--- config.mk ---
export PLATFORM = sky130hd
export DESIGN_NAME = fidrb_top
export DESIGN_NICKNAME = d
export VERILOG_FILES = /design/src/rtl/fidrb_pkg.sv /design/src/rtl/fidrb_decode.sv /design/src/rtl/fidrb_top.sv /design/src/rtl/fidrb_values.sv
export SDC_FILE = /design/constraint.sdc
export NUM_CORES = 1
export LEC_CHECK = 0
export ABC_AREA = 1
export BUFFER_PORTS_ARGS = -buffer_cell sky130_fd_sc_hd__buf_2
export CORE_MARGIN = 1
export CORE_UTILIZATION = 38
export CTS_BUF_LIST = sky130_fd_sc_hd__clkbuf_16
export DETAILED_ROUTE_END_ITERATION = 7
export PLACE_DENSITY = 0.86
export SETUP_SLACK_MARGIN = 0.3
export SLEW_MARGIN = 20
export SYNTH_ARGS = -nofsm -noshare
export SYNTH_HDL_FRONTEND = slang
export SYNTH_SLANG_ARGS = --single-unit
--- constraint.sdc ---
create_clock -name CLK -period 1.6 [get_ports CLK]
set_clock_uncertainty 0.2 [all_clocks]
set_input_delay 0.24 -clock CLK [delete_from_list [all_inputs] [get_ports CLK]]
set_output_delay 0.24 -clock CLK [all_outputs]
set_load 0.01 [all_outputs]
--- src/rtl/fidrb_pkg.sv ---
// Package: encodings, field values and coprocessor addresses of the feature id bank
package fidrb_pkg;

  // ----------------------------------------------------------------
  // Coprocessor address of the bank
  // ----------------------------------------------------------------
  localparam logic [3:0] FIDRB_COPROC_NUM   = 4'hF;
  localparam logic [2:0] FIDRB_OPC1         = 3'h0;
  localparam logic [3:0] FIDRB_CRN          = 4'h0;
  localparam logic [3:0] FIDRB_CRM          = 4'h1;
  localparam logic [2:0] FIDRB_OPC2_PFR1    = 3'h1;
  localparam logic [2:0] FIDRB_OPC2_DFR     = 3'h2;
  localparam logic [2:0] FIDRB_OPC2_AUX     = 3'h3;
  localparam logic [2:0] FIDRB_OPC2_MMF0    = 3'h4;
  localparam logic [2:0] FIDRB_OPC2_MMF1    = 3'h5;
  localparam logic [2:0] FIDRB_OPC2_MMF2    = 3'h6;

  // ----------------------------------------------------------------
  // Privilege modes seen on the request
  // ----------------------------------------------------------------
  localparam logic [1:0] FIDRB_PRIV_USER    = 2'h0;

  // ----------------------------------------------------------------
  // Programmers feature word one fields, lsb of each nibble
  // ----------------------------------------------------------------
  localparam int         FIDRB_PFR1_TIMER_LSB = 16;
  localparam int         FIDRB_PFR1_VIRT_LSB  = 12;
  localparam int         FIDRB_PFR1_MPM_LSB   = 8;
  localparam int         FIDRB_PFR1_SEC_LSB   = 4;
  localparam int         FIDRB_PFR1_PM_LSB    = 0;
  localparam logic [3:0] FIDRB_PFR1_TIMER     = 4'h1;
  localparam logic [3:0] FIDRB_PFR1_VIRT      = 4'h1;
  localparam logic [3:0] FIDRB_PFR1_MPM       = 4'h0;
  localparam logic [3:0] FIDRB_PFR1_SEC       = 4'h1;
  localparam logic [3:0] FIDRB_PFR1_PM        = 4'h1;

  // ----------------------------------------------------------------
  // Debug feature word fields
  // ----------------------------------------------------------------
  localparam int         FIDRB_DFR_PMON_LSB   = 24;
  localparam int         FIDRB_DFR_MDBG_LSB   = 20;
  localparam int         FIDRB_DFR_MTRC_LSB   = 16;
  localparam int         FIDRB_DFR_CTRC_LSB   = 12;
  localparam int         FIDRB_DFR_MMDBG_LSB  = 8;
  localparam int         FIDRB_DFR_CSDBG_LSB  = 4;
  localparam int         FIDRB_DFR_CDBG_LSB   = 0;
  localparam logic [3:0] FIDRB_DFR_PMON       = 4'h2;
  localparam logic [3:0] FIDRB_DFR_MDBG       = 4'h0;
  localparam logic [3:0] FIDRB_DFR_MTRC       = 4'h1;
  localparam logic [3:0] FIDRB_DFR_CTRC       = 4'h0;
  localparam logic [3:0] FIDRB_DFR_DBG71      = 4'h5;

  // ----------------------------------------------------------------
  // Memory model word zero fields
  // ----------------------------------------------------------------
  localparam int         FIDRB_MMF0_INNER_LSB = 28;
  localparam int         FIDRB_MMF0_FCS_LSB   = 24;
  localparam int         FIDRB_MMF0_AUX_LSB   = 20;
  localparam int         FIDRB_MMF0_CPLM_LSB  = 16;
  localparam int         FIDRB_MMF0_SHLV_LSB  = 12;
  localparam int         FIDRB_MMF0_OUTER_LSB = 8;
  localparam int         FIDRB_MMF0_PUA_LSB   = 4;
  localparam int         FIDRB_MMF0_VMA_LSB   = 0;
  localparam logic [3:0] FIDRB_MMF0_INNER     = 4'h1;
  localparam logic [3:0] FIDRB_MMF0_FCS       = 4'h0;
  localparam logic [3:0] FIDRB_MMF0_AUX       = 4'h2;
  localparam logic [3:0] FIDRB_MMF0_CPLM      = 4'h0;
  localparam logic [3:0] FIDRB_MMF0_SHLV      = 4'h1;
  localparam logic [3:0] FIDRB_MMF0_OUTER     = 4'h1;
  localparam logic [3:0] FIDRB_MMF0_PUA       = 4'h0;
  localparam logic [3:0] FIDRB_MMF0_VMA       = 4'h5;

  // ----------------------------------------------------------------
  // Memory model word one fields
  // ----------------------------------------------------------------
  localparam int         FIDRB_MMF1_BP_LSB    = 28;
  localparam logic [3:0] FIDRB_MMF1_BP        = 4'h2;
  localparam logic [3:0] FIDRB_MMF1_L1OPS     = 4'h0;

  // ----------------------------------------------------------------
  // Memory model word two fields
  // ----------------------------------------------------------------
  localparam int         FIDRB_MMF2_HWAF_LSB  = 28;
  localparam int         FIDRB_MMF2_WFI_LSB   = 24;
  localparam int         FIDRB_MMF2_BAR_LSB   = 20;
  localparam int         FIDRB_MMF2_UTLB_LSB  = 16;
  localparam logic [3:0] FIDRB_MMF2_HWAF      = 4'h0;
  localparam logic [3:0] FIDRB_MMF2_WFI       = 4'h1;
  localparam logic [3:0] FIDRB_MMF2_BAR       = 4'h2;
  localparam logic [3:0] FIDRB_MMF2_UTLB      = 4'h4;
  localparam logic [3:0] FIDRB_MMF2_OTHER     = 4'h0;

  // Read data reset value
  localparam logic [31:0] FIDRB_RDATA_RST     = 32'h0000_0000;

  // Register selection
  typedef enum logic [2:0] {
    FIDRB_SEL_NONE = 3'h0,
    FIDRB_SEL_PFR1 = 3'h1,
    FIDRB_SEL_DFR  = 3'h2,
    FIDRB_SEL_AUX  = 3'h3,
    FIDRB_SEL_MMF0 = 3'h4,
    FIDRB_SEL_MMF1 = 3'h5,
    FIDRB_SEL_MMF2 = 3'h6
  } fidrb_sel_t;

endpackage : fidrb_pkg

--- src/rtl/fidrb_decode.sv ---
// Module: coprocessor request decoder for the feature id bank
`timescale 1ns/1ps
`default_nettype none
module fidrb_decode
  import fidrb_pkg::*;
(
  // Request fields
  input  wire logic [3:0] coproc,
  input  wire logic [2:0] opc1,
  input  wire logic [3:0] crn,
  input  wire logic [3:0] crm,
  input  wire logic [2:0] opc2,
  // Decode result
  output fidrb_sel_t      sel
);

  // ----------------------------------------------------------------
  // Address match
  // ----------------------------------------------------------------
  logic base_hit;

  // All bank registers share coprocessor, opcode1 and both primary fields
  assign base_hit = (coproc == FIDRB_COPROC_NUM) && (opc1 == FIDRB_OPC1) &&
                    (crn == FIDRB_CRN) && (crm == FIDRB_CRM);

  // Secondary opcode picks the word; opcode2 0 and 7 are not ours
  always_comb begin
    sel = FIDRB_SEL_NONE;
    if (base_hit) begin
      unique case (opc2)
        FIDRB_OPC2_PFR1: sel = FIDRB_SEL_PFR1;
        FIDRB_OPC2_DFR:  sel = FIDRB_SEL_DFR;
        FIDRB_OPC2_AUX:  sel = FIDRB_SEL_AUX;
        FIDRB_OPC2_MMF0: sel = FIDRB_SEL_MMF0;
        FIDRB_OPC2_MMF1: sel = FIDRB_SEL_MMF1;
        FIDRB_OPC2_MMF2: sel = FIDRB_SEL_MMF2;
        default:         sel = FIDRB_SEL_NONE;
      endcase
    end
  end

endmodule : fidrb_decode
`default_nettype wire

--- src/rtl/fidrb_top.sv ---
// Module: feature identification register bank on the coprocessor port
`timescale 1ns/1ps
`default_nettype none
// Summary of operation
// - Read-only, both security states, privileged only
// - Auxiliary feature location reads zero, ignores writes
// - Programmers word one: top zero, timer one
// - Virtualization one, microcontroller model zero
// - Security extensions one, standard model one
// - Opcode2 one selects programmers word one
// - Debug word: top zero, monitors two
// - No microcontroller debug, mapped trace, no cptrace
// - Three debug model fields read five
// - Opcode2 two selects debug word
// - Word zero: inner one, fcs zero, aux two
// - No coupled memory; levels, outer one; pua zero
// - Virtual memory field reads five
// - Opcode2 four selects memory word zero
// - Memory word one predictor field reads two
// - All other memory word one fields zero
// - Opcode2 five selects memory word one
// - Word two: flag zero, stall one, barriers two
// - Unified tlb field reads four
// - Lower four word two fields zero
// - Opcode2 six selects memory word two
module fidrb_top
  import fidrb_pkg::*;
(
  // Clock and reset
  input  wire logic        CLK,
  input  wire logic        RESET_N,
  // Coprocessor request
  input  wire logic        CP_REQ,
  input  wire logic        CP_READ,
  input  wire logic [3:0]  CP_COPROC,
  input  wire logic [2:0]  CP_OPC1,
  input  wire logic [3:0]  CP_CRN,
  input  wire logic [3:0]  CP_CRM,
  input  wire logic [2:0]  CP_OPC2,
  input  wire logic [1:0]  CP_PRIV,
  input  wire logic        CP_NONSECURE,
  input  wire logic [31:0] CP_WDATA,
  // Coprocessor answer
  output logic             CP_ACK,
  output logic             CP_UNDEF,
  output logic [31:0]      CP_RDATA
);

  // ----------------------------------------------------------------
  // Decode and constant words
  // ----------------------------------------------------------------
  fidrb_sel_t  sel;
  logic [31:0] pfr1_word;
  logic [31:0] dfr_word;
  logic [31:0] mmf0_word;
  logic [31:0] mmf1_word;
  logic [31:0] mmf2_word;

  fidrb_decode u_decode (
    .coproc (CP_COPROC),
    .opc1   (CP_OPC1),
    .crn    (CP_CRN),
    .crm    (CP_CRM),
    .opc2   (CP_OPC2),
    .sel    (sel)
  );

  fidrb_values u_values (
    .pfr1_word (pfr1_word),
    .dfr_word  (dfr_word),
    .mmf0_word (mmf0_word),
    .mmf1_word (mmf1_word),
    .mmf2_word (mmf2_word)
  );

  // ----------------------------------------------------------------
  // Access classification
  // ----------------------------------------------------------------
  logic        hit;
  logic        priv_ok;
  logic        take_read;
  logic        take_undef;
  logic [31:0] nxt_rdata;
  logic        unused_inputs;

  // Security state and write data never influence the answer
  assign unused_inputs = CP_NONSECURE ^ (^CP_WDATA);

  assign hit     = CP_REQ && (sel != FIDRB_SEL_NONE);
  assign priv_ok = (CP_PRIV != FIDRB_PRIV_USER);

  // Privileged read returns data; user access or a write to any word but the auxiliary location is undefined
  assign take_read  = hit && priv_ok && CP_READ;
  // Privileged writes to the auxiliary location are silently acked, as it is write-ignore
  assign take_undef = hit && (!priv_ok ||
                      (!CP_READ && (sel != FIDRB_SEL_AUX)));

  // Word multiplexer; the auxiliary location is a constant zero
  always_comb begin
    nxt_rdata = FIDRB_RDATA_RST;
    unique case (sel)
      FIDRB_SEL_PFR1: nxt_rdata = pfr1_word;
      FIDRB_SEL_DFR:  nxt_rdata = dfr_word;
      FIDRB_SEL_AUX:  nxt_rdata = FIDRB_RDATA_RST;
      FIDRB_SEL_MMF0: nxt_rdata = mmf0_word;
      FIDRB_SEL_MMF1: nxt_rdata = mmf1_word;
      FIDRB_SEL_MMF2: nxt_rdata = mmf2_word;
      default:        nxt_rdata = FIDRB_RDATA_RST;
    endcase
  end

  // ----------------------------------------------------------------
  // Answer registers
  // ----------------------------------------------------------------
  logic        ack_ff;
  logic        undef_ff;
  logic [31:0] rdata_ff;

  // Ack every claimed access one cycle after it is presented
  always_ff @(posedge CLK or negedge RESET_N) begin
    if (!RESET_N) begin
      ack_ff <= 1'b0;
    end else begin
      ack_ff <= hit;
    end
  end

  // Undefined flag travels with the ack
  always_ff @(posedge CLK or negedge RESET_N) begin
    if (!RESET_N) begin
      undef_ff <= 1'b0;
    end else begin
      undef_ff <= take_undef;
    end
  end

  // Data is zero unless a legal read, so user code never sees a value
  always_ff @(posedge CLK or negedge RESET_N) begin
    if (!RESET_N) begin
      rdata_ff <= FIDRB_RDATA_RST;
    end else if (take_read) begin
      rdata_ff <= nxt_rdata;
    end else begin
      rdata_ff <= FIDRB_RDATA_RST;
    end
  end

  assign CP_ACK   = ack_ff;
  assign CP_UNDEF = undef_ff;
  assign CP_RDATA = rdata_ff;

endmodule : fidrb_top
`default_nettype wire

--- src/rtl/fidrb_values.sv ---
// Module: constant feature id word assembly
`timescale 1ns/1ps
`default_nettype none
module fidrb_values
  import fidrb_pkg::*;
(
  // Constant words
  output logic [31:0] pfr1_word,
  output logic [31:0] dfr_word,
  output logic [31:0] mmf0_word,
  output logic [31:0] mmf1_word,
  output logic [31:0] mmf2_word
);

  // ----------------------------------------------------------------
  // Word assembly; upper reserved nibbles read as zero
  // ----------------------------------------------------------------
  always_comb begin
    pfr1_word = 32'h0000_0000;
    pfr1_word[FIDRB_PFR1_TIMER_LSB +: 4] = FIDRB_PFR1_TIMER;
    pfr1_word[FIDRB_PFR1_VIRT_LSB +: 4]  = FIDRB_PFR1_VIRT;
    pfr1_word[FIDRB_PFR1_MPM_LSB +: 4]   = FIDRB_PFR1_MPM;
    pfr1_word[FIDRB_PFR1_SEC_LSB +: 4]   = FIDRB_PFR1_SEC;
    pfr1_word[FIDRB_PFR1_PM_LSB +: 4]    = FIDRB_PFR1_PM;
  end

  always_comb begin
    dfr_word = 32'h0000_0000;
    dfr_word[FIDRB_DFR_PMON_LSB +: 4]  = FIDRB_DFR_PMON;
    dfr_word[FIDRB_DFR_MDBG_LSB +: 4]  = FIDRB_DFR_MDBG;
    dfr_word[FIDRB_DFR_MTRC_LSB +: 4]  = FIDRB_DFR_MTRC;
    dfr_word[FIDRB_DFR_CTRC_LSB +: 4]  = FIDRB_DFR_CTRC;
    dfr_word[FIDRB_DFR_MMDBG_LSB +: 4] = FIDRB_DFR_DBG71;
    dfr_word[FIDRB_DFR_CSDBG_LSB +: 4] = FIDRB_DFR_DBG71;
    dfr_word[FIDRB_DFR_CDBG_LSB +: 4]  = FIDRB_DFR_DBG71;
  end

  always_comb begin
    mmf0_word = 32'h0000_0000;
    mmf0_word[FIDRB_MMF0_INNER_LSB +: 4] = FIDRB_MMF0_INNER;
    mmf0_word[FIDRB_MMF0_FCS_LSB +: 4]   = FIDRB_MMF0_FCS;
    mmf0_word[FIDRB_MMF0_AUX_LSB +: 4]   = FIDRB_MMF0_AUX;
    mmf0_word[FIDRB_MMF0_CPLM_LSB +: 4]  = FIDRB_MMF0_CPLM;
    mmf0_word[FIDRB_MMF0_SHLV_LSB +: 4]  = FIDRB_MMF0_SHLV;
    mmf0_word[FIDRB_MMF0_OUTER_LSB +: 4] = FIDRB_MMF0_OUTER;
    mmf0_word[FIDRB_MMF0_PUA_LSB +: 4]   = FIDRB_MMF0_PUA;
    mmf0_word[FIDRB_MMF0_VMA_LSB +: 4]   = FIDRB_MMF0_VMA;
  end

  // Word one: every nibble below the predictor field is "not supported"
  always_comb begin
    mmf1_word = {8{FIDRB_MMF1_L1OPS}};
    mmf1_word[FIDRB_MMF1_BP_LSB +: 4] = FIDRB_MMF1_BP;
  end

  always_comb begin
    mmf2_word = {8{FIDRB_MMF2_OTHER}};
    mmf2_word[FIDRB_MMF2_HWAF_LSB +: 4] = FIDRB_MMF2_HWAF;
    mmf2_word[FIDRB_MMF2_WFI_LSB +: 4]  = FIDRB_MMF2_WFI;
    mmf2_word[FIDRB_MMF2_BAR_LSB +: 4]  = FIDRB_MMF2_BAR;
    mmf2_word[FIDRB_MMF2_UTLB_LSB +: 4] = FIDRB_MMF2_UTLB;
  end

endmodule : fidrb_values
`default_nettype wire
Word level (Yosys, flattened, before mapping)
Index checks and enable logic that the tools add are counted.

Register bits after elaboration: 34. Input bits: 57. Output and inout bits: 34. Word-level logic and storage cells: 36.

Equality and inequality tests: 14. Mux-type cells: 4. Reductions and logical operators: 15.

Operators by type and width (count): 30-bit case mux with 5 select lines (1); 32-bit 2-to-1 mux (1); 3-bit == test, second input constant (6); 3-bit case mux with 6 select lines (1); 3-bit by 2-bit == test with 1-bit output, second input constant (3); 1-bit logical AND (8); 3-bit by 1-bit == test with 1-bit output, second input constant (2); 4-bit by 1-bit == test with 1-bit output, second input constant (1); 4-bit == test, second input constant (1); 4-bit logical NOT (1); 3-bit logical NOT (1); 3-bit 2-to-1 mux (1); 3-bit by 2-bit inequality test with 1-bit output, second input constant (1); 3-bit nonzero test (1); 1-bit logical NOT (2); 2-bit nonzero test (1); 1-bit logical OR (1).

Depth between registers and ports, before layout
Gate-level depths: netlist of run 1.

Depth after elaboration: 10. Mapped depth: 10. Depth with buffers taken out: 10.

Cells and area by module
A second synthesis of run 1 with hierarchy kept.

Cell total of the unflattened synthesis: 561. Area total of the unflattened synthesis: 3803.6 um^2.

Modules (own cells, without submodules): fidrb_top (instances 1, cells each 373, area an instance 2492.4 um^2, seq. area each 850.8 um^2); fidrb_values (instances 1, cells each 162, area an instance 1208.7 um^2, seq. area each 0.0 um^2); fidrb_decode (instances 1, cells each 26, area an instance 102.6 um^2, seq. area each 0.0 um^2).

Worst setup path before layout of run 1
Ideal clock, no wire load.

Kind: input -> register. Start point: input CP_CRN[2]. End point: register rdata_ff[0], in the netlist CP_RDATA[0]. Setup time: 0.118 ns. Arrival time: 1.022 ns. Setup slack: 0.260 ns. Stages: 8. Path buffers: 0. Cell sequence: nor2_1 > nand2_2 > nor2_4 > nand4_4 > inv_1 > nor2_2 > nor2_1 > nor2_2.

Word-level cells in the longest chain between the ends: 9. Elaborated cells between the ends (all ways): 15.

Ends and longest elaborated chain: start, declared (line fidrb_top.sv:37) `input wire logic [3:0] CP_CRN,`; 4-bit logical NOT (*) (line fidrb_decode.sv:24) `(crn == FIDRB_CRN) && (crm == FIDRB_CRM);`; 1-bit logical AND (*) (line fidrb_decode.sv:23) `assign base_hit = (coproc == FIDRB_COPROC_NUM) && (opc1 == FIDRB_OPC1) &&`; 1-bit logical AND (*) (line fidrb_decode.sv:24); 3-bit 2-to-1 mux (*) (line fidrb_decode.sv:29) `if (base_hit) begin`; branches (longest 4 deep; another with 30-bit case mux with 5 select lines); 32-bit 2-to-1 mux (*) (line fidrb_top.sv:141) `end else if (take_read) begin`; end signal, assigned (line fidrb_top.sv:142) `rdata_ff <= nxt_rdata;`; end, declared (line fidrb_top.sv:117) `logic [31:0] rdata_ff;`.

Every way passes the cells marked *.

Worst setup path after layout of run 1
Start point: input CP_OPC1[0]. End point: register rdata_ff[24], in the netlist CP_RDATA[24].

Word-level cells in the longest chain between the ends: 10. Elaborated cells between the ends (all ways): 16.

Ends and longest elaborated chain: start, declared (line fidrb_top.sv:36) `input wire logic [2:0] CP_OPC1,`; 3-bit logical NOT (*) (line fidrb_decode.sv:23); 1-bit logical AND (*) (2 in a row) (line fidrb_decode.sv:23); 1-bit logical AND (*) (line fidrb_decode.sv:24); 3-bit 2-to-1 mux (*) (line fidrb_decode.sv:29); branches (longest 4 deep; another with 30-bit case mux with 5 select lines); 32-bit 2-to-1 mux (*) (line fidrb_top.sv:141).

Marks and branches as above.

==> results of run 1 <==
-- per-stage QoR --
step | cells | hold WS, ns | utilization
3_5_place_dp | 165 | -0.0937 | 0.467
3_3_place_gp | 165 | -0.0994 | 0.467
6_report | 173 | 0.123 | 0.556
4_1_cts | 170 | 0.123 | 0.507
2_1_floorplan | 121 | -0.256 | -
5_1_grt | 173 | 0.144 | 0.556
-- cell usage after synthesis, types with 2 or more instances --
| cell type | instances |
|---|---|
| a21oi_1 | 2 |
| nand3_2 | 3 |
| nand2_2 | 4 |
| nand4_1 | 2 |
| dfrtp_1 | 11 |
| inv_1 | 12 |
| nand2_4 | 2 |
| a21oi_2 | 2 |
| nand3_1 | 2 |
| o21ai_0 | 2 |
| nor2_1 | 14 |
| nor2_4 | 4 |
| nor2_2 | 3 |
| buf_4 | 23 |
| inv_2 | 2 |
| nand2_1 | 9 |
-- power by group through the flow --
stage	Sequential, uW	Combinational, uW	Clock [uW]
detailed placement	283	101	0
finish	280	126	429
floorplan	283	86.0	0
global placement	283	96.4	0
CTS	280	103	438
global route	279	137	466
-- sequential cells by signal, indices dropped and copies added (netlist names) --
name,flops
CP_RDATA,9
CP_UNDEF,1
CP_ACK,1
-- what timing repair did --
action                                  CTS  global route
resized for setup                         0            23
hold endpoints to repair                 11             0
buffers inserted                          0             3
endpoints found under the setup margin    0            10
hold buffers                              1             0
-- cell families after synthesis --
kind of cell / share of synthesized area
AOI/OAI and AO/OA: 0.0652
DFF: 0.312
buffers and inverters: 0.255
other: 0.00425
and+or+nand+nor: 0.364
-- worst min-delay path by stage --
stage | start | endpoint | cells after the start
after floorplan | RESET_N | CP_ACK | 0
after global placement | RESET_N | CP_RDATA[28] | 1
after detailed placement | RESET_N | CP_RDATA[24] | 1
after CTS | CP_PRIV[0] | CP_UNDEF | 4
after global routing | CP_REQ | CP_UNDEF | 3
final | CP_REQ | CP_UNDEF | 3
-- cell type report --
| type | count | area, sq um | share of cell area |
|---|---|---|---|
| sequential | 11 | 275 | 0.226 |
| multi-input combinational | 73 | 514 | 0.422 |
| clock inverter | 1 | 3.75 | 0.00308 |
| inverter | 14 | 52.6 | 0.0431 |
| clock buffer | 3 | 75.1 | 0.0616 |
| timing repair buffer | 43 | 263 | 0.216 |
| tap | 28 | 35.0 | 0.0287 |
-- metal layers --
metal	share of wire	GRT usage	routed length, um	vias to the layer above
met5	0	0	0	-
met4	0.0092	0.0810	15	0
met3	0.072	0.0182	118	2
met2	0.62	0.276	1020	40
met1	0.30	0.124	485	322
li1	-	-	-	362
==> metrics.cfg, run 1 <==
[pwr]
clkPwrFrac = 0.514
p_total_uw = 835
leakagePower_uw = 0.000704
p_seq_frac = 0.335
p_comb_frac = 0.151
swShare = 0.219
p_switching_uw = 183
power.density_nw_per_um2 = 685
vdd_drop_max_uv = 530
power.internal_uw = 652

[setup_path]
crit_top_cell = nand2_4
path_buf_inv = 1
cp-startpoint = CP_OPC1[0]
critPathMaxStageDelay_ns = 0.16
crit_path_end_kind = flop
critPathLaunchType = primary input
path_class = in2reg
path_max_fanout = 5
cp.depth = 8
cp.arrival_ns = 1.26
crit_end = CP_RDATA[24]
crit_family = simple AND/OR/NAND/NOR gates
critPathRequiredTime_ns = 1.56
worstPathCellList = buf_6, nor2_4, nand2_4, nor2_8, nand4_4, nand2_4, nand4_1, nor2_1
critical-path-slowest-cell = nand4_4

[logic_synthesis]
synth_top_area_frac = 0.312
yosys_warnings = 0
seq_area_frac_synth = 0.312
synth_area_sq_um = 883
synth_edf_count = 0
syn_avg_cell_area_sq_um = 8.49
postSynth.asyncResetShare = 1.00
netlist_instances = 104
synthTopCellsByArea = dfrtp_1 31%, buf_4 20%, nor2_1 5.9%, inv_1 5.1%, nor2_4 5.1%
yosysTopAreaCell = dfrtp_1
synth_cell_types = 23
synthFlopType = dfrtp_1
ys_ff_latch = 11

[job]
drv_cap = 0

[clock_tree]
clkTransAtPathRegs_ns = 0.04
clkSinkCount = 11
cts_made_buffers = 3
cts_max_level = 1
cts_root_buffer = clkbuf_16
cts_tree = yes
cts_buffer_depth = 2

[route]
final_antenna_net_count = 0
wl_per_cell_um = 9.45
drt-initial-drc-count = 5
drt-total-wl_um = 1640
drc_errors = 0
via_per_inst = 4.20
drtPass1Iterations = 4
vias = 726

[sta]
fin_crit_ns = 1.30
period_share = 0.810
layout_setup_ws_ns = 0.303
max_freq_mhz = 771
fin_tns_setup_ns = 0
setup_viol = 0
rsz0062_at_grt = yes
drv_slew = 0
finalHoldViolations = 0

[layout]
final_common_cell = buf_2
n_antenna_cell = 0
mostFrequentLayoutCells = 34 x buf_2, 18 x conb_1, 11 x dfrtp_1, 9 x nand2_1
area_growth_pct = 38.0
fin_area_sq_um = 1220
final_net_count = 203
drive_above_1_share = 0.579
fill_cells = 193

[floorplanning]
chipHeight_um = 50.2
dieArea_sq_um = 2520
start_util = 0.403
ios = 91
row_count = 17
coreArea_sq_um = 2190
die_w_um = 50.2

[grt]
grt_util_all_layers = 0.136
grt_max_degree = 12
antenna_found_initial = 0
grt_pass1_wl_um = 2570
overflow = 0
grt_pass1_vias = 636

[place]
placed_cell_area_sq_um = 1020
place_congestion = 0.806
portBuffers = 39
dp_hpwl_um = 1270
preCtsSetupSlack_ns = 0.0661

[hold_path]
min_path_type = in2reg

[outcome]
outcome = finished clean

Power figures use the tool's default switching activity.
==> run 2: changes to the inputs <==
CORE_UTILIZATION = 31   (was 38)
PLACE_DENSITY = 0.75   (was 0.86)
clock period = 1 ns   (was 1.6 ns; I/O delays follow)
==> run 2 against run 1 <==
The run now ends with negative hold slack, negative setup slack left. Power up 65%. Routed wire length down 5.8%. Design area up 4.2%. Critical path depth up 2.
==> metrics.cfg, run 2 (synthesized netlist as in run 1, its figures left out) <==
[grt]
grt_pass1_wl_um = 2770
grt_pass1_vias = 716
grt_max_degree = 12
overflow = 0
antenna_found_initial = 0
grt_util_all_layers = 0.112

[floorplanning]
row_count = 18
start_util = 0.341
dieArea_sq_um = 3070
ios = 91
die_w_um = 55.4
chipHeight_um = 55.4
coreArea_sq_um = 2590

[route]
drt-total-wl_um = 1540
drt-initial-drc-count = 3
final_antenna_net_count = 0
vias = 748
via_per_inst = 4.11
drtPass1Iterations = 3
drc_errors = 0
wl_per_cell_um = 8.46

[layout]
area_growth_pct = 43.8
fin_area_sq_um = 1270
mostFrequentLayoutCells = 32 x buf_2, 18 x conb_1, 11 x dfrtp_1, 11 x buf_4, 10 x nor2_1
final_net_count = 210
largest_register_ffs = 9
instances_no_fill = 182
drive_above_1_share = 0.592
final_common_cell = buf_2
n_antenna_cell = 0

[clock_tree]
cts_buffer_depth = 2
cts_tree = yes
cts_made_buffers = 3
cts_root_buffer = clkbuf_16
cts_max_level = 1
clkSinkCount = 11
clkTransAtPathRegs_ns = 0.04

[sta]
finalHoldViolations = 11
period_share = 1.14
drv_slew = 0
max_freq_mhz = 877
fin_crit_ns = 1.14
rsz0062_at_grt = yes
layout_setup_ws_ns = -0.141
setup_viol = 27
finalHoldWorstSlack_ns = -0.434

[outcome]
outcome = finished with violations
violations = negative hold slack, negative setup slack

[setup_path]
critPathRequiredTime_ns = 0.96
path_max_fanout = 3
critPathLaunchType = primary input
crit_end = CP_RDATA[16]
path_class = in2reg
crit_top_cell = nor2_4
critical-path-slowest-cell = nor2_4
critPathMaxStageDelay_ns = 0.16
crit_path_end_kind = flop
worstPathCellList = buf_6, nor2_4, nand2_2, nor2_4, nand2_4, nor2_4, nand3_2, nand2_2, inv_1, nor2_1
cp.arrival_ns = 1.10
cp-startpoint = CP_CRN[3]

[place]
dp_hpwl_um = 1290
place_congestion = 0.799
placed_cell_area_sq_um = 1100
place_inst = 177
portBuffers = 39

[pwr]
leakagePower_uw = 0.000742
p_seq_frac = 0.324
clkPwrFrac = 0.514
power.density_nw_per_um2 = 1090
vdd_drop_max_uv = 1270
p_comb_frac = 0.162
p_switching_uw = 312
power.internal_uw = 1070
swShare = 0.226

[hold_path]
min_path_type = in2async

[job]
drv_cap = 0

[run 2: cell count changes in the layout (fill, tap and decap cells not counted), moves of 2 or more]
| cell | delta |
|---|---|
| a21oi_1 | +2 |
| nand2_2 | +3 |
| buf_2 | -2 |
| nor2_1 | +2 |
| a21oi_2 | -2 |
| nand2_1 | -3 |
| buf_4 | +9 |
[run 2: critical path: cells and delay by family]
kind / cells / cell delay (ns)
buffers and inverters: 2 / 0.13
and+or+nand+nor: 8 / 0.81
[run 2: stage by stage]
step | hold WS, ns | power [uW] | worst slack [ns] | util | TNS [ns]
after floorplan | -0.346 | 591 | -0.201 | - | -1.94
after global placement | -0.182 | 641 | -0.387 | 0.426 | -3.98
after detailed placement | -0.174 | 644 | -0.434 | 0.426 | -4.27
after CTS | -0.427 | 1390 | -0.147 | 0.478 | -2.51
after global routing | -0.412 | 1450 | -0.227 | 0.490 | -3.57
final | -0.434 | 1380 | -0.141 | 0.490 | -2.22
[run 2: per-layer routing]
layer / vias up / global-route usage / wire (um)
met5: - / 0 / 0
met4: 0 / 0.0643 / 43
met3: 5 / 0.0234 / 138
met2: 45 / 0.205 / 829
met1: 323 / 0.118 / 529
li1: 375 / - / -
[run 2: what timing repair did]
action | 4_1_cts | 5_1_grt
hold endpoints to repair | 11 | 11
setup endpoints to repair | 27 | 27
resized for setup | 10 | 9
pin swaps | 17 | 11
setup buffers | 1 | 0
[run 2: layout make-up]
class	instances	area, sq um
repair buffers	50	322
multi-input cells	73	504
inverters	14	52.6
flip-flops and latches	11	275
well taps	30	37.5
clock inverters	1	3.75
clock buffers	3	75.1
fillers	232	1320
[run 2: worst min-delay path by stage]
stage	from	endpoint	slack [ns]	depth (start not counted)
5_1_grt	RESET_N	CP_RDATA[28]	-0.41	1
6_report	RESET_N	CP_RDATA[8]	-0.43	1
3_5_place_dp	RESET_N	CP_RDATA[8]	-0.17	1
2_1_floorplan	RESET_N	CP_ACK	-0.35	0
4_1_cts	RESET_N	CP_RDATA[8]	-0.43	1
3_3_place_gp	RESET_N	CP_RDATA[28]	-0.18	1
[run 2: power by group through the flow]
stage | logic (uW) | registers, uW | clock network, uW
6_report | 224 | 447 | 709
5_1_grt | 248 | 447 | 758
4_1_cts | 215 | 447 | 729
3_5_place_dp | 191 | 453 | 0
3_3_place_gp | 188 | 453 | 0
2_1_floorplan | 138 | 453 | 0
==> run 3: changes to the inputs <==
CORE_UTILIZATION = 30   (was 31)
PLACE_DENSITY = 0.73   (was 0.75)
==> run 3 against run 2 <==
The run still ends with negative hold slack, negative setup slack left. Sequential share of layout area decreased by 0.46 points. Design area increased by 2.2%. Global-route usage is essentially flat. Final cell count rose by 1.1%. Via count down 0.94%. Fmax about the same. Power fell by 1.2%. Sequential cell count stayed put. Clock-buffer cell count did not move. Utilization is 2.4 points lower.
==> metrics.cfg, run 3 (synthesized netlist as in run 1, its figures left out) <==
[pwr]
p_seq_frac = 0.328
power.internal_uw = 1070
power.density_nw_per_um2 = 1050
leakagePower_uw = 0.000746
vdd_drop_max_uv = 983
clkPwrFrac = 0.507
p_switching_uw = 296
p_comb_frac = 0.165
swShare = 0.217

[sta]
setup_viol = 27
layout_setup_ws_ns = -0.141
finalHoldWorstSlack_ns = -0.428
fin_crit_ns = 1.14
finalHoldViolations = 11
rsz0062_at_grt = yes
max_freq_mhz = 876
drv_slew = 0
period_share = 1.14

[floorplanning]
die_w_um = 56.3
row_count = 19
chipHeight_um = 56.3
coreArea_sq_um = 2780
start_util = 0.318
dieArea_sq_um = 3170
ios = 91

[layout]
final_net_count = 211
drive_above_1_share = 0.621
instances_no_fill = 184
finish.utilization = 0.466
mostFrequentLayoutCells = 31 x buf_2, 18 x conb_1, 12 x buf_4, 11 x dfrtp_1
largest_register_ffs = 9
area_growth_pct = 46.9
n_antenna_cell = 0
final_common_cell = buf_2

[clock_tree]
cts_root_buffer = clkbuf_16
cts_buffer_depth = 2
cts_made_buffers = 3
clkSinkCount = 11
cts_max_level = 1
cts_tree = yes
clkTransAtPathRegs_ns = 0.04

[setup_path]
path_class = in2reg
critPathRequiredTime_ns = 0.97
crit_path_end_kind = flop
path_max_fanout = 4
cp.arrival_ns = 1.11
critPathLaunchType = primary input

[route]
drtPass1Iterations = 3
vias = 741
drc_errors = 0
drt-total-wl_um = 1510
wl_per_cell_um = 8.23
drt-initial-drc-count = 16
via_per_inst = 4.03
final_antenna_net_count = 0

[outcome]
violations = negative hold slack, negative setup slack
outcome = finished with violations

[grt]
grt_pass1_vias = 719
grt_pass1_wl_um = 2770
antenna_found_initial = 0
grt_max_degree = 12
overflow = 0
grt_util_all_layers = 0.113

[place]
place_inst = 179
portBuffers = 39
place_congestion = 0.769
dp_hpwl_um = 1300

[job]
drv_cap = 0

[hold_path]
min_path_type = in2async

==> run 3: critical path: stages <==
cell	delay, ns
buf_6	0.09
nor2_4	0.09
nand2_2	0.07
nor2_4	0.18
nand2_4	0.10
nor2_4	0.12
nand3_4	0.10
nand2_1	0.08
nor2_1	0.05
nor2_2	0.07
==> run 3: power by group through the flow <==
stage               sequential, uW  combinational, uW  clock [uW]
finish                         447                225         691
global route                   447                247         755
CTS                            447                224         715
detailed placement             453                193           0
global placement               453                190           0
floorplan                      453                138           0
==> run 3: layer usage <==
layer	vias to the layer above	global-route usage	part of all wire
li1	377	-	-
met3	2	0.0323	0.080
met1	325	0.109	0.35
met2	37	0.207	0.56
met5	-	0	0
met4	0	0.0732	0.0086
==> run 3: repair_timing <==
action	in CTS	in global routing
hold endpoints to repair	11	11
buffers inserted	0	1
pin swaps	5	9
endpoints found under the setup margin	27	27
gates resized for setup	19	6
==> run 3: worst paths after layout <==
path / from / to / slack [ns] / depth (start not counted)
worst max-delay path: CP_CRN[3] / CP_RDATA[0] / -0.14 / 10
worst min-delay path: RESET_N / CP_ACK / -0.43 / 1
max in group asynchronous: RESET_N / CP_UNDEF / 0.84 / 1
min in group CLK: CP_REQ / CP_UNDEF / 0.03 / 3
==> run 3: through the flow <==
step | setup slack, ns | cell area, sq um | power [uW] | hold WS (ns) | setup TNS, ns
final | -0.141 | 1300 | 1360 | -0.428 | -2.48
after global routing | -0.237 | 1300 | 1450 | -0.418 | -3.98
after CTS | -0.141 | 1270 | 1390 | -0.425 | -2.59
after detailed placement | -0.407 | 1110 | 646 | -0.179 | -4.25
after global placement | -0.391 | 1110 | 644 | -0.182 | -4.01
after floorplan | -0.201 | 986 | 591 | -0.346 | -1.94
==> run 3: cell type report <==
cell class              count  area (sq um)
well taps                  31          38.8
clock inverters             1          3.75
multi-input cells          73           517
repair buffers             51           335
flip-flops and latches     11           275
inverters                  14          52.6
fillers                   274          1480
clock buffers               3          75.1
